### src/inc/isa_decode_pkg.sv
// package: constants and carriers for the isa host bus decoder
package isa_decode_pkg;
	localparam int IRQ_N = 10;
	localparam int DMA_N = 4;
	// pnp auto configuration ports, full 16-bit match
	localparam logic [15:0] PNP_ADDR_PORT = 16'h0279;
	localparam logic [15:0] PNP_WDATA_PORT = 16'h0a79;
	// manual mode legacy bases, a0-a10
	localparam logic [10:0] COM1_BASE = 11'h03f8;
	localparam logic [10:0] COM2_BASE = 11'h02f8;
	localparam logic [10:0] COM3_BASE = 11'h03e8;
	localparam logic [10:0] COM4_BASE = 11'h02e8;
	localparam logic [10:0] LPT1_BASE = 11'h0378;
	localparam logic [10:0] LPT2_BASE = 11'h0278;
	// manual switch field positions
	localparam int SW_COMA_LSB = 0;
	localparam int SW_COMB_LSB = 2;
	localparam int SW_LPT_BIT = 4;
	// reset pulse minimum, and its cycle count at 250 mhz
	localparam int RST_MIN_NS = 40;
	localparam int CLK_NS = 4;
	localparam int RST_MIN_CYC = (RST_MIN_NS + CLK_NS - 1) / CLK_NS;
	typedef enum logic [2:0] {
		TGT_NONE, TGT_UART_A, TGT_UART_B, TGT_LPT, TGT_PNP
	} tgt_t;
	// isa pins as seen at the package boundary
	typedef struct packed {
		logic [15:0] addr;
		logic [7:0] dat;
		logic aen;
		logic ior_n;
		logic iow_n;
		logic tc;
		logic rst;
		logic manual_config_select_n;
		logic [3:0] dack_n;
	} pin_t;
	localparam pin_t PIN_IDLE = '{16'h0000, 8'h00, 1'b0, 1'b1, 1'b1,
		1'b0, 1'b0, 1'b1, 4'hf};
	// one register access handed to the cores
	typedef struct packed {
		logic rd;
		logic wr;
		logic dma;
		tgt_t tgt;
		logic [2:0] idx;
		logic [7:0] wdata;
	} acc_t;
	// pnp resource settings, bases as a10..a3 / a10..a2
	typedef struct packed {
		logic configured;
		logic [7:0] ua_base;
		logic [7:0] ub_base;
		logic [8:0] lpt_base;
		logic [15:0] rd_port;
	} cfg_t;
	typedef struct packed {
		logic en;
		logic [3:0] sel;
	} irq_route_t;
endpackage

### src/hdl/isa_host_bus_decode.sv
// isa host bus decoder: address decode, strobes, irq and dma routing
`timescale 1ns/100ps
`default_nettype none
module isa_host_bus_decode
	import isa_decode_pkg::*;
(
	input wire logic clk, // 250 mhz clock
	input wire logic rst_n, // async reset
	input wire isa_decode_pkg::pin_t pins, // isa pins, async
	input wire logic [4:0] man_sw, // manual base switches
	input wire isa_decode_pkg::cfg_t cfg, // pnp resources
	input wire isa_decode_pkg::irq_route_t [2:0] irq_route, // a, b, lpt
	input wire logic [2:0] core_irq, // a, b, lpt requests
	input wire logic [7:0] core_rdata, // read data from cores
	input wire logic lpt_wait, // printer needs time
	input wire logic lpt_dma_req, // printer wants dma
	input wire logic ecp_fifo_mode, // printer in ecp/fifo
	input wire logic dma_en, // dma channel enabled
	input wire logic [1:0] dma_sel, // 0,1,3,5 as 0..3
	output var isa_decode_pkg::acc_t acc, // access to cores
	output logic [7:0] d_o, // data bus out
	output logic d_oe, // data bus enable
	output logic [9:0] irq_o, // irq line levels
	output logic [9:0] irq_oe, // irq line enables
	output logic [3:0] dreq_o, // dma request levels
	output logic [3:0] dreq_oe, // dma request enables
	output logic iochrdy_o, // channel ready level
	output logic iochrdy_oe, // channel ready enable
	output logic dma_tc, // final dma transfer
	output logic dev_reset // reset to the cores
);
	import isa_decode_pkg::*;

	typedef struct packed {
		pin_t s1;
		pin_t s2;
		pin_t s3;
		pin_t v;
		acc_t acc;
		logic rd_act;
		logic [7:0] dout;
		logic [9:0] irq_o;
		logic [9:0] irq_oe;
		logic [3:0] dreq_o;
		logic [3:0] dreq_oe;
		logic rdy_oe;
		logic tc;
		logic dma_done;
		logic dev_rst;
	} state_t;

	state_t r;
	state_t n;
	tgt_t hit;
	logic ior_fall;
	logic ior_rise;
	logic iow_rise;
	logic ack;
	logic lpt_busy;

	// ****************************************
	// decode helpers
	// ****************************************

	// legacy com base, a10..a3
	function automatic logic [7:0] com_base(input logic [1:0] s);
		logic [10:0] b;
		b = COM1_BASE;
		case (s)
			2'd0: b = COM1_BASE;
			2'd1: b = COM2_BASE;
			2'd2: b = COM3_BASE;
			default: b = COM4_BASE;
		endcase
		return b[10:3];
	endfunction

	// map a sampled address to a target
	function automatic tgt_t decode(input pin_t p, input logic [4:0] sw,
			input cfg_t c);
		logic [7:0] ua;
		logic [7:0] ub;
		logic [10:0] lp;
		ua = c.ua_base;
		ub = c.ub_base;
		lp = {c.lpt_base, 2'b00};
		if (p.aen) begin
			return TGT_NONE;
		end
		if (p.manual_config_select_n) begin
			if (p.addr == PNP_ADDR_PORT || p.addr == PNP_WDATA_PORT ||
					p.addr == c.rd_port) begin
				return TGT_PNP;
			end
			if (!c.configured) begin
				return TGT_NONE;
			end
		end else begin
			// fixed bases from switches
			ua = com_base(sw[SW_COMA_LSB +: 2]);
			ub = com_base(sw[SW_COMB_LSB +: 2]);
			lp = sw[SW_LPT_BIT] ? LPT2_BASE : LPT1_BASE;
		end
		// only a10..a3 (a10..a2 for lpt) take part
		if (p.addr[10:3] == ua) begin
			return TGT_UART_A;
		end
		if (p.addr[10:3] == ub) begin
			return TGT_UART_B;
		end
		if (p.addr[10:2] == lp[10:2]) begin
			return TGT_LPT;
		end
		return TGT_NONE;
	endfunction

	// register index within the target
	function automatic logic [2:0] reg_idx(input tgt_t t,
			input logic [15:0] a);
		if (t == TGT_LPT) begin
			return {1'b0, a[1:0]};
		end
		return a[2:0];
	endfunction

	// ****************************************
	// next state
	// ****************************************

	// edges are seen between the filtered pin copies
	always_comb begin
		n = r;
		n.s1 = pins;
		n.s2 = r.s1;
		n.s3 = r.s2;
		// a bit moves once stages two and three agree
		n.v = (r.s2 & r.s3) | (r.v & (r.s2 | r.s3));
		ior_fall = r.v.ior_n & ~n.v.ior_n;
		ior_rise = ~r.v.ior_n & n.v.ior_n;
		iow_rise = ~r.v.iow_n & n.v.iow_n;
		ack = ~n.v.dack_n[dma_sel] & dma_en & ecp_fifo_mode;
		hit = decode(n.v, man_sw, cfg);
		n.acc.rd = 1'b0;
		n.acc.wr = 1'b0;
		n.acc.dma = 1'b0;
		n.tc = 1'b0;
		// host reads
		if (ior_fall) begin
			if (ack) begin
				n.acc.rd = 1'b1;
				n.acc.dma = 1'b1;
				n.acc.tgt = TGT_LPT;
				n.acc.idx = 3'd0;
				n.rd_act = 1'b1;
				n.tc = n.v.tc;
			end else if (hit != TGT_NONE) begin
				n.acc.rd = 1'b1;
				n.acc.tgt = hit;
				n.acc.idx = reg_idx(hit, n.v.addr);
				n.rd_act = 1'b1;
			end
		end
		if (ior_rise) begin
			n.rd_act = 1'b0;
		end
		// host writes, data taken at the rising strobe
		if (iow_rise) begin
			if (ack) begin
				n.acc.wr = 1'b1;
				n.acc.dma = 1'b1;
				n.acc.tgt = TGT_LPT;
				n.acc.idx = 3'd0;
				n.acc.wdata = n.v.dat;
				n.tc = n.v.tc;
			end else if (hit != TGT_NONE) begin
				n.acc.wr = 1'b1;
				n.acc.tgt = hit;
				n.acc.idx = reg_idx(hit, n.v.addr);
				n.acc.wdata = n.v.dat;
			end
		end
		// read data follows the cores every cycle outside pin reset, whatever the strobe level
		n.dout = core_rdata;
		// printer stall holds channel ready low
		lpt_busy = (~n.v.ior_n | ~n.v.iow_n) &
			(hit == TGT_LPT || ack);
		n.rdy_oe = lpt_wait & lpt_busy;
		// irq routing onto the ten host lines
		n.irq_o = 10'h000;
		n.irq_oe = 10'h000;
		for (int s = 0; s < 3; s++) begin
			for (int i = 0; i < IRQ_N; i++) begin
				if (irq_route[s].en && irq_route[s].sel == 4'(i)) begin
					n.irq_oe[i] = 1'b1;
					n.irq_o[i] = n.irq_o[i] | core_irq[s];
				end
			end
		end
		// dma request, blocked after terminal count
		if (!lpt_dma_req) begin
			n.dma_done = 1'b0;
		end
		if (n.tc) begin
			n.dma_done = 1'b1;
		end
		n.dreq_o = 4'h0;
		n.dreq_oe = 4'h0;
		n.dreq_oe[dma_sel] = dma_en & ecp_fifo_mode;
		n.dreq_o[dma_sel] = dma_en & ecp_fifo_mode &
			lpt_dma_req & ~n.dma_done;
		// pin reset clears all but the pin filters and dev_rst, which is set
		n.dev_rst = n.v.rst;
		if (n.v.rst) begin
			n.acc = '0;
			n.rd_act = 1'b0;
			n.dout = 8'h00;
			n.irq_o = 10'h000;
			n.irq_oe = 10'h000;
			n.dreq_o = 4'h0;
			n.dreq_oe = 4'h0;
			n.rdy_oe = 1'b0;
			n.tc = 1'b0;
			n.dma_done = 1'b0;
		end
	end

	// ****************************************
	// state register and outputs
	// ****************************************

	// one register for all state
	always_ff @(posedge clk or negedge rst_n) begin
		if (!rst_n) begin
			r <= '0;
			r.s1 <= PIN_IDLE;
			r.s2 <= PIN_IDLE;
			r.s3 <= PIN_IDLE;
			r.v <= PIN_IDLE;
		end else begin
			r <= n;
		end
	end

	assign acc = r.acc;
	assign d_o = r.dout;
	assign d_oe = r.rd_act;
	assign irq_o = r.irq_o;
	assign irq_oe = r.irq_oe;
	assign dreq_o = r.dreq_o;
	assign dreq_oe = r.dreq_oe;
	assign iochrdy_o = 1'b0;
	assign iochrdy_oe = r.rdy_oe;
	assign dma_tc = r.tc;
	assign dev_reset = r.dev_rst;
endmodule
`default_nettype wire

### config.mk
export PLATFORM = sky130hd
export DESIGN_NAME = isa_host_bus_decode
export DESIGN_NICKNAME = d
export VERILOG_FILES = /design/src/inc/isa_decode_pkg.sv /design/src/hdl/isa_host_bus_decode.sv
export SDC_FILE = /design/constraint.sdc
export NUM_CORES = 1
export LEC_CHECK = 0
export ABC_AREA = 1
export BUFFER_PORTS_ARGS = -buffer_cell sky130_fd_sc_hd__buf_2
export CELL_PAD_IN_SITES_DETAIL_PLACEMENT = 0
export CELL_PAD_IN_SITES_GLOBAL_PLACEMENT = 1
export CORE_MARGIN = 5
export CORE_UTILIZATION = 41
export CTS_CLUSTER_SIZE = 16
export DETAILED_ROUTE_END_ITERATION = 7
export PLACE_DENSITY_LB_ADDON = 0.1
export SLEW_MARGIN = 40
export SYNTH_ARGS = -nofsm -noshare
export SYNTH_HDL_FRONTEND = slang
export SYNTH_SLANG_ARGS = --single-unit
### constraint.sdc
create_clock -name clk -period 2.95 [get_ports clk]
set_clock_uncertainty 0.15 [all_clocks]
set_input_delay 0.59 -clock clk [delete_from_list [all_inputs] [get_ports clk]]
set_output_delay 0.59 -clock clk [all_outputs]
set_load 0.01 [all_outputs]
==> reports/qor.csv <==
metric,value,unit
outcome,completed,
finalCriticalPeriod,2590,ps
rsz0062_at_grt,no,
syn-cell-area,8590,um^2
grt_antenna_before_repair,1,
initial_core_util,41.3,%
grt_use_met3,4.76,%
postRouteAntennaNets,0,
wl,19.2,mm
die_x,155,um
gp_congestion,0.838,
cts_num_sinks,193,
ctsHtreeMaxLevel,4,
drtPass1Iterations,4,
syn_area_per_cell,8.83,um^2
clkLatencyLatePin,430,ps
num_rows,53,
synth_seq_area_share,56.6,%
io_pins,173,
dp_hpwl,14.6,mm
via_per_inst,4.51,
grt_use_met1,22.6,%
cp_max_fo,33,
start_kind,register,
drive_gt1_share,24.5,%
ys_types,43,
drtIter0Drc,288,
setup_viol,0,
cts-root-buf,clkbuf_16,
hold_path.class,in -> reg,
remaining_drc_errors,0,
fmax,387,MHz
pre_cts_slack,284,ps
yosys-top-cells-area,"dfrtp_1 48%, nand2_1 11%, dfstp_2 8.6%",
yosysWarnings,0,
intPower,4.21,mW
synth_top_cell_area_share,48.1,%
grt_start_max_net_pins,58,
grt.overflow.total,0,
timing.setup.tns,0,ps
clk_pin_slew,80,ps
whs,101,ps
crit_type,reg -> reg,
cts_buffers,17,
grt_pass1_vias,6251,
p_leak,5.55,nW
synth_area_leader_cell,dfrtp_1,
n_fill_cell,2048,
critPathRequiredTime,3170,ps
fp.dieH,155,um
ir_drop,348,uV
clkPwrFrac,38.5,%
worst_pin_slew,674,ps
synth-seq-cells,193,
synth_fp_nets,1088,
nNetsFinal,1221,
sw_frac_of_total,28.5,%
fp.dieArea,24000,um^2
met2_usage,26.5,%
via_count,6294,
final_common_cell,nand2_1,
fin_crit_sh,87.7,%
pwr-share-seq,48.7,%
grt_usage,16.6,%
final_util,48.1,%
maxCapViolCount,0,
core,20800,um^2
syn_inst,973,
relSlewSlack,55.0,%
p_switching,1.68,mW
endpoint_kind,register,
grt_pass1_wl,31.6,mm
p_per_area,589,nW/um^2
io_buffers,171,
syn2layout_area_growth,16.5,%
global_route.peak_usage_layer,met2,
final_max_slew_viol_count,0,
hold_viol_final,0,
fin_ws,363,ps
combinationalPowerShare,12.9,%
critPathArrivalTime,2810,ps
cts_buffer_depth,2,
cts_tree,built,
wl_per_cell,13.8,um
cts_setup_buffers,0,
layout_common_cells,"255 x nand2_1, 170 x buf_2, 165 x dfrtp_1",
power.total,5.89,mW
critical path, cell delays in order, from the launching register on:
cell and delay, ps:
dfstp_2 560, nand2_2 90, nand2_4 150, nand2_8 170
o21ai_1 210, nand2_1 80, nor2_2 160, nand3_1 120
nor2_1 120, nand2_1 60, nand2_1 70, nand3_2 90
nand2_4 100, nor2_4 60, nor2_8 150, nand3_1 90
nand2_1 80
flip-flops by register name, summed over array words and instances, names as in the netlist:
| name | count |
|---|---|
| acc | 17 |
| d_o | 8 |
| d_oe | 1 |
| dev_reset | 1 |
| dma_tc | 1 |
| dreq_o | 4 |
| dreq_oe | 4 |
| iochrdy_oe | 1 |
| irq_o | 10 |
| irq_oe | 10 |
| n | 68 |
| r | 68 |
timing repair:
action,CTS,global route
resized for setup,0,1
endpoints found under the hold margin,21,0
hold buffers,1,0
endpoints found under the setup margin,0,9
cell usage after synthesis:
library cell,number
nand2_1,255
dfrtp_1,165
inv_1,147
nor2_1,106
buf_4,55
nand3_1,47
dfstp_2,28
o21ai_0,26
nand3b_1,17
nor3_1,12
maj3_1,11
nor2_2,9
a21oi_1,8
a22o_1,8
o22ai_1,8
nand4_1,7
o21ai_1,7
clkbuf_1,5
nand2_4,4
nand3_2,4
o21ai_2,4
or2_2,4
buf_6,3
inv_2,3
nand2_2,3
o21a_1,3
o21bai_1,3
o31ai_1,3
nor4_1,2
or2_1,2
xnor2_1,2
a211oi_1,1
a21o_1,1
a21o_2,1
a21oi_4,1
a22oi_1,1
buf_1,1
buf_2,1
conb_1,1
nor2_4,1
nor2_8,1
o211ai_1,1
o211ai_2,1
cell type report:
class | instances | area [um^2] | share of cell area, %
Multi-Input combinational cell | 565 | 2700 | 27.0
Antenna cell | 1 | 2.50 | 0.0250
Timing Repair Buffer | 179 | 940 | 9.39
Inverter | 150 | 563 | 5.62
Clock buffer | 18 | 429 | 4.29
Tap cell | 275 | 344 | 3.44
Sequential cell | 193 | 4860 | 48.6
Clock inverter | 14 | 164 | 1.64
cell families after synthesis:
group	after synthesis	synth area share, %
AND/OR/NAND/NOR	474	24.0
buffers and inverters	215	12.1
flip-flops	193	56.6
other	1	0.0436
XOR/XNOR	2	0.204
AO/OA/AOI/OAI	77	5.77
adder cells (fa/ha/maj)	11	1.28
power groups by stage:
stage / clock (mW) / combinational [mW] / sequential [mW]
2_1_floorplan: 0 / 0.500 / 2.90
3_3_place_gp: 0 / 0.768 / 2.92
3_5_place_dp: 0 / 0.765 / 2.92
4_1_cts: 2.34 / 0.769 / 2.87
5_1_grt: 2.47 / 0.871 / 2.89
6_report: 2.27 / 0.758 / 2.87
path summary, 6_finish.rpt:
kind                              start  endpoint  slack, ps  cells after the start
worst min register to register   n[142]    n[108]        200                      0
worst max register to register    n[96]    acc[5]        360                     16
min in group asynchronous         rst_n    n[116]        540                      2
max in group asynchronous         rst_n     r[60]       1370                      3
worst min-delay path            pins[1]    n[127]        100                      1
worst max-delay path              n[96]    acc[5]        360                     16
metrics by stage:
stage | instances | area [um^2]
after floorplan | 973 | 8590
after global placement | 1361 | 9400
after detailed placement | 1361 | 9400
after CTS | 1394 | 10000
after global routing | 1394 | 10000
final | 1395 | 10000
routing by layer:
layer | vias to the layer above | share of wire (%)
met4 | 2 | 1.0
met3 | 16 | 6.2
met1 | 2911 | 46
li1 | 3212 | -
met5 | - | 0.068
met2 | 153 | 47
(Power assumes the default switching activity.)
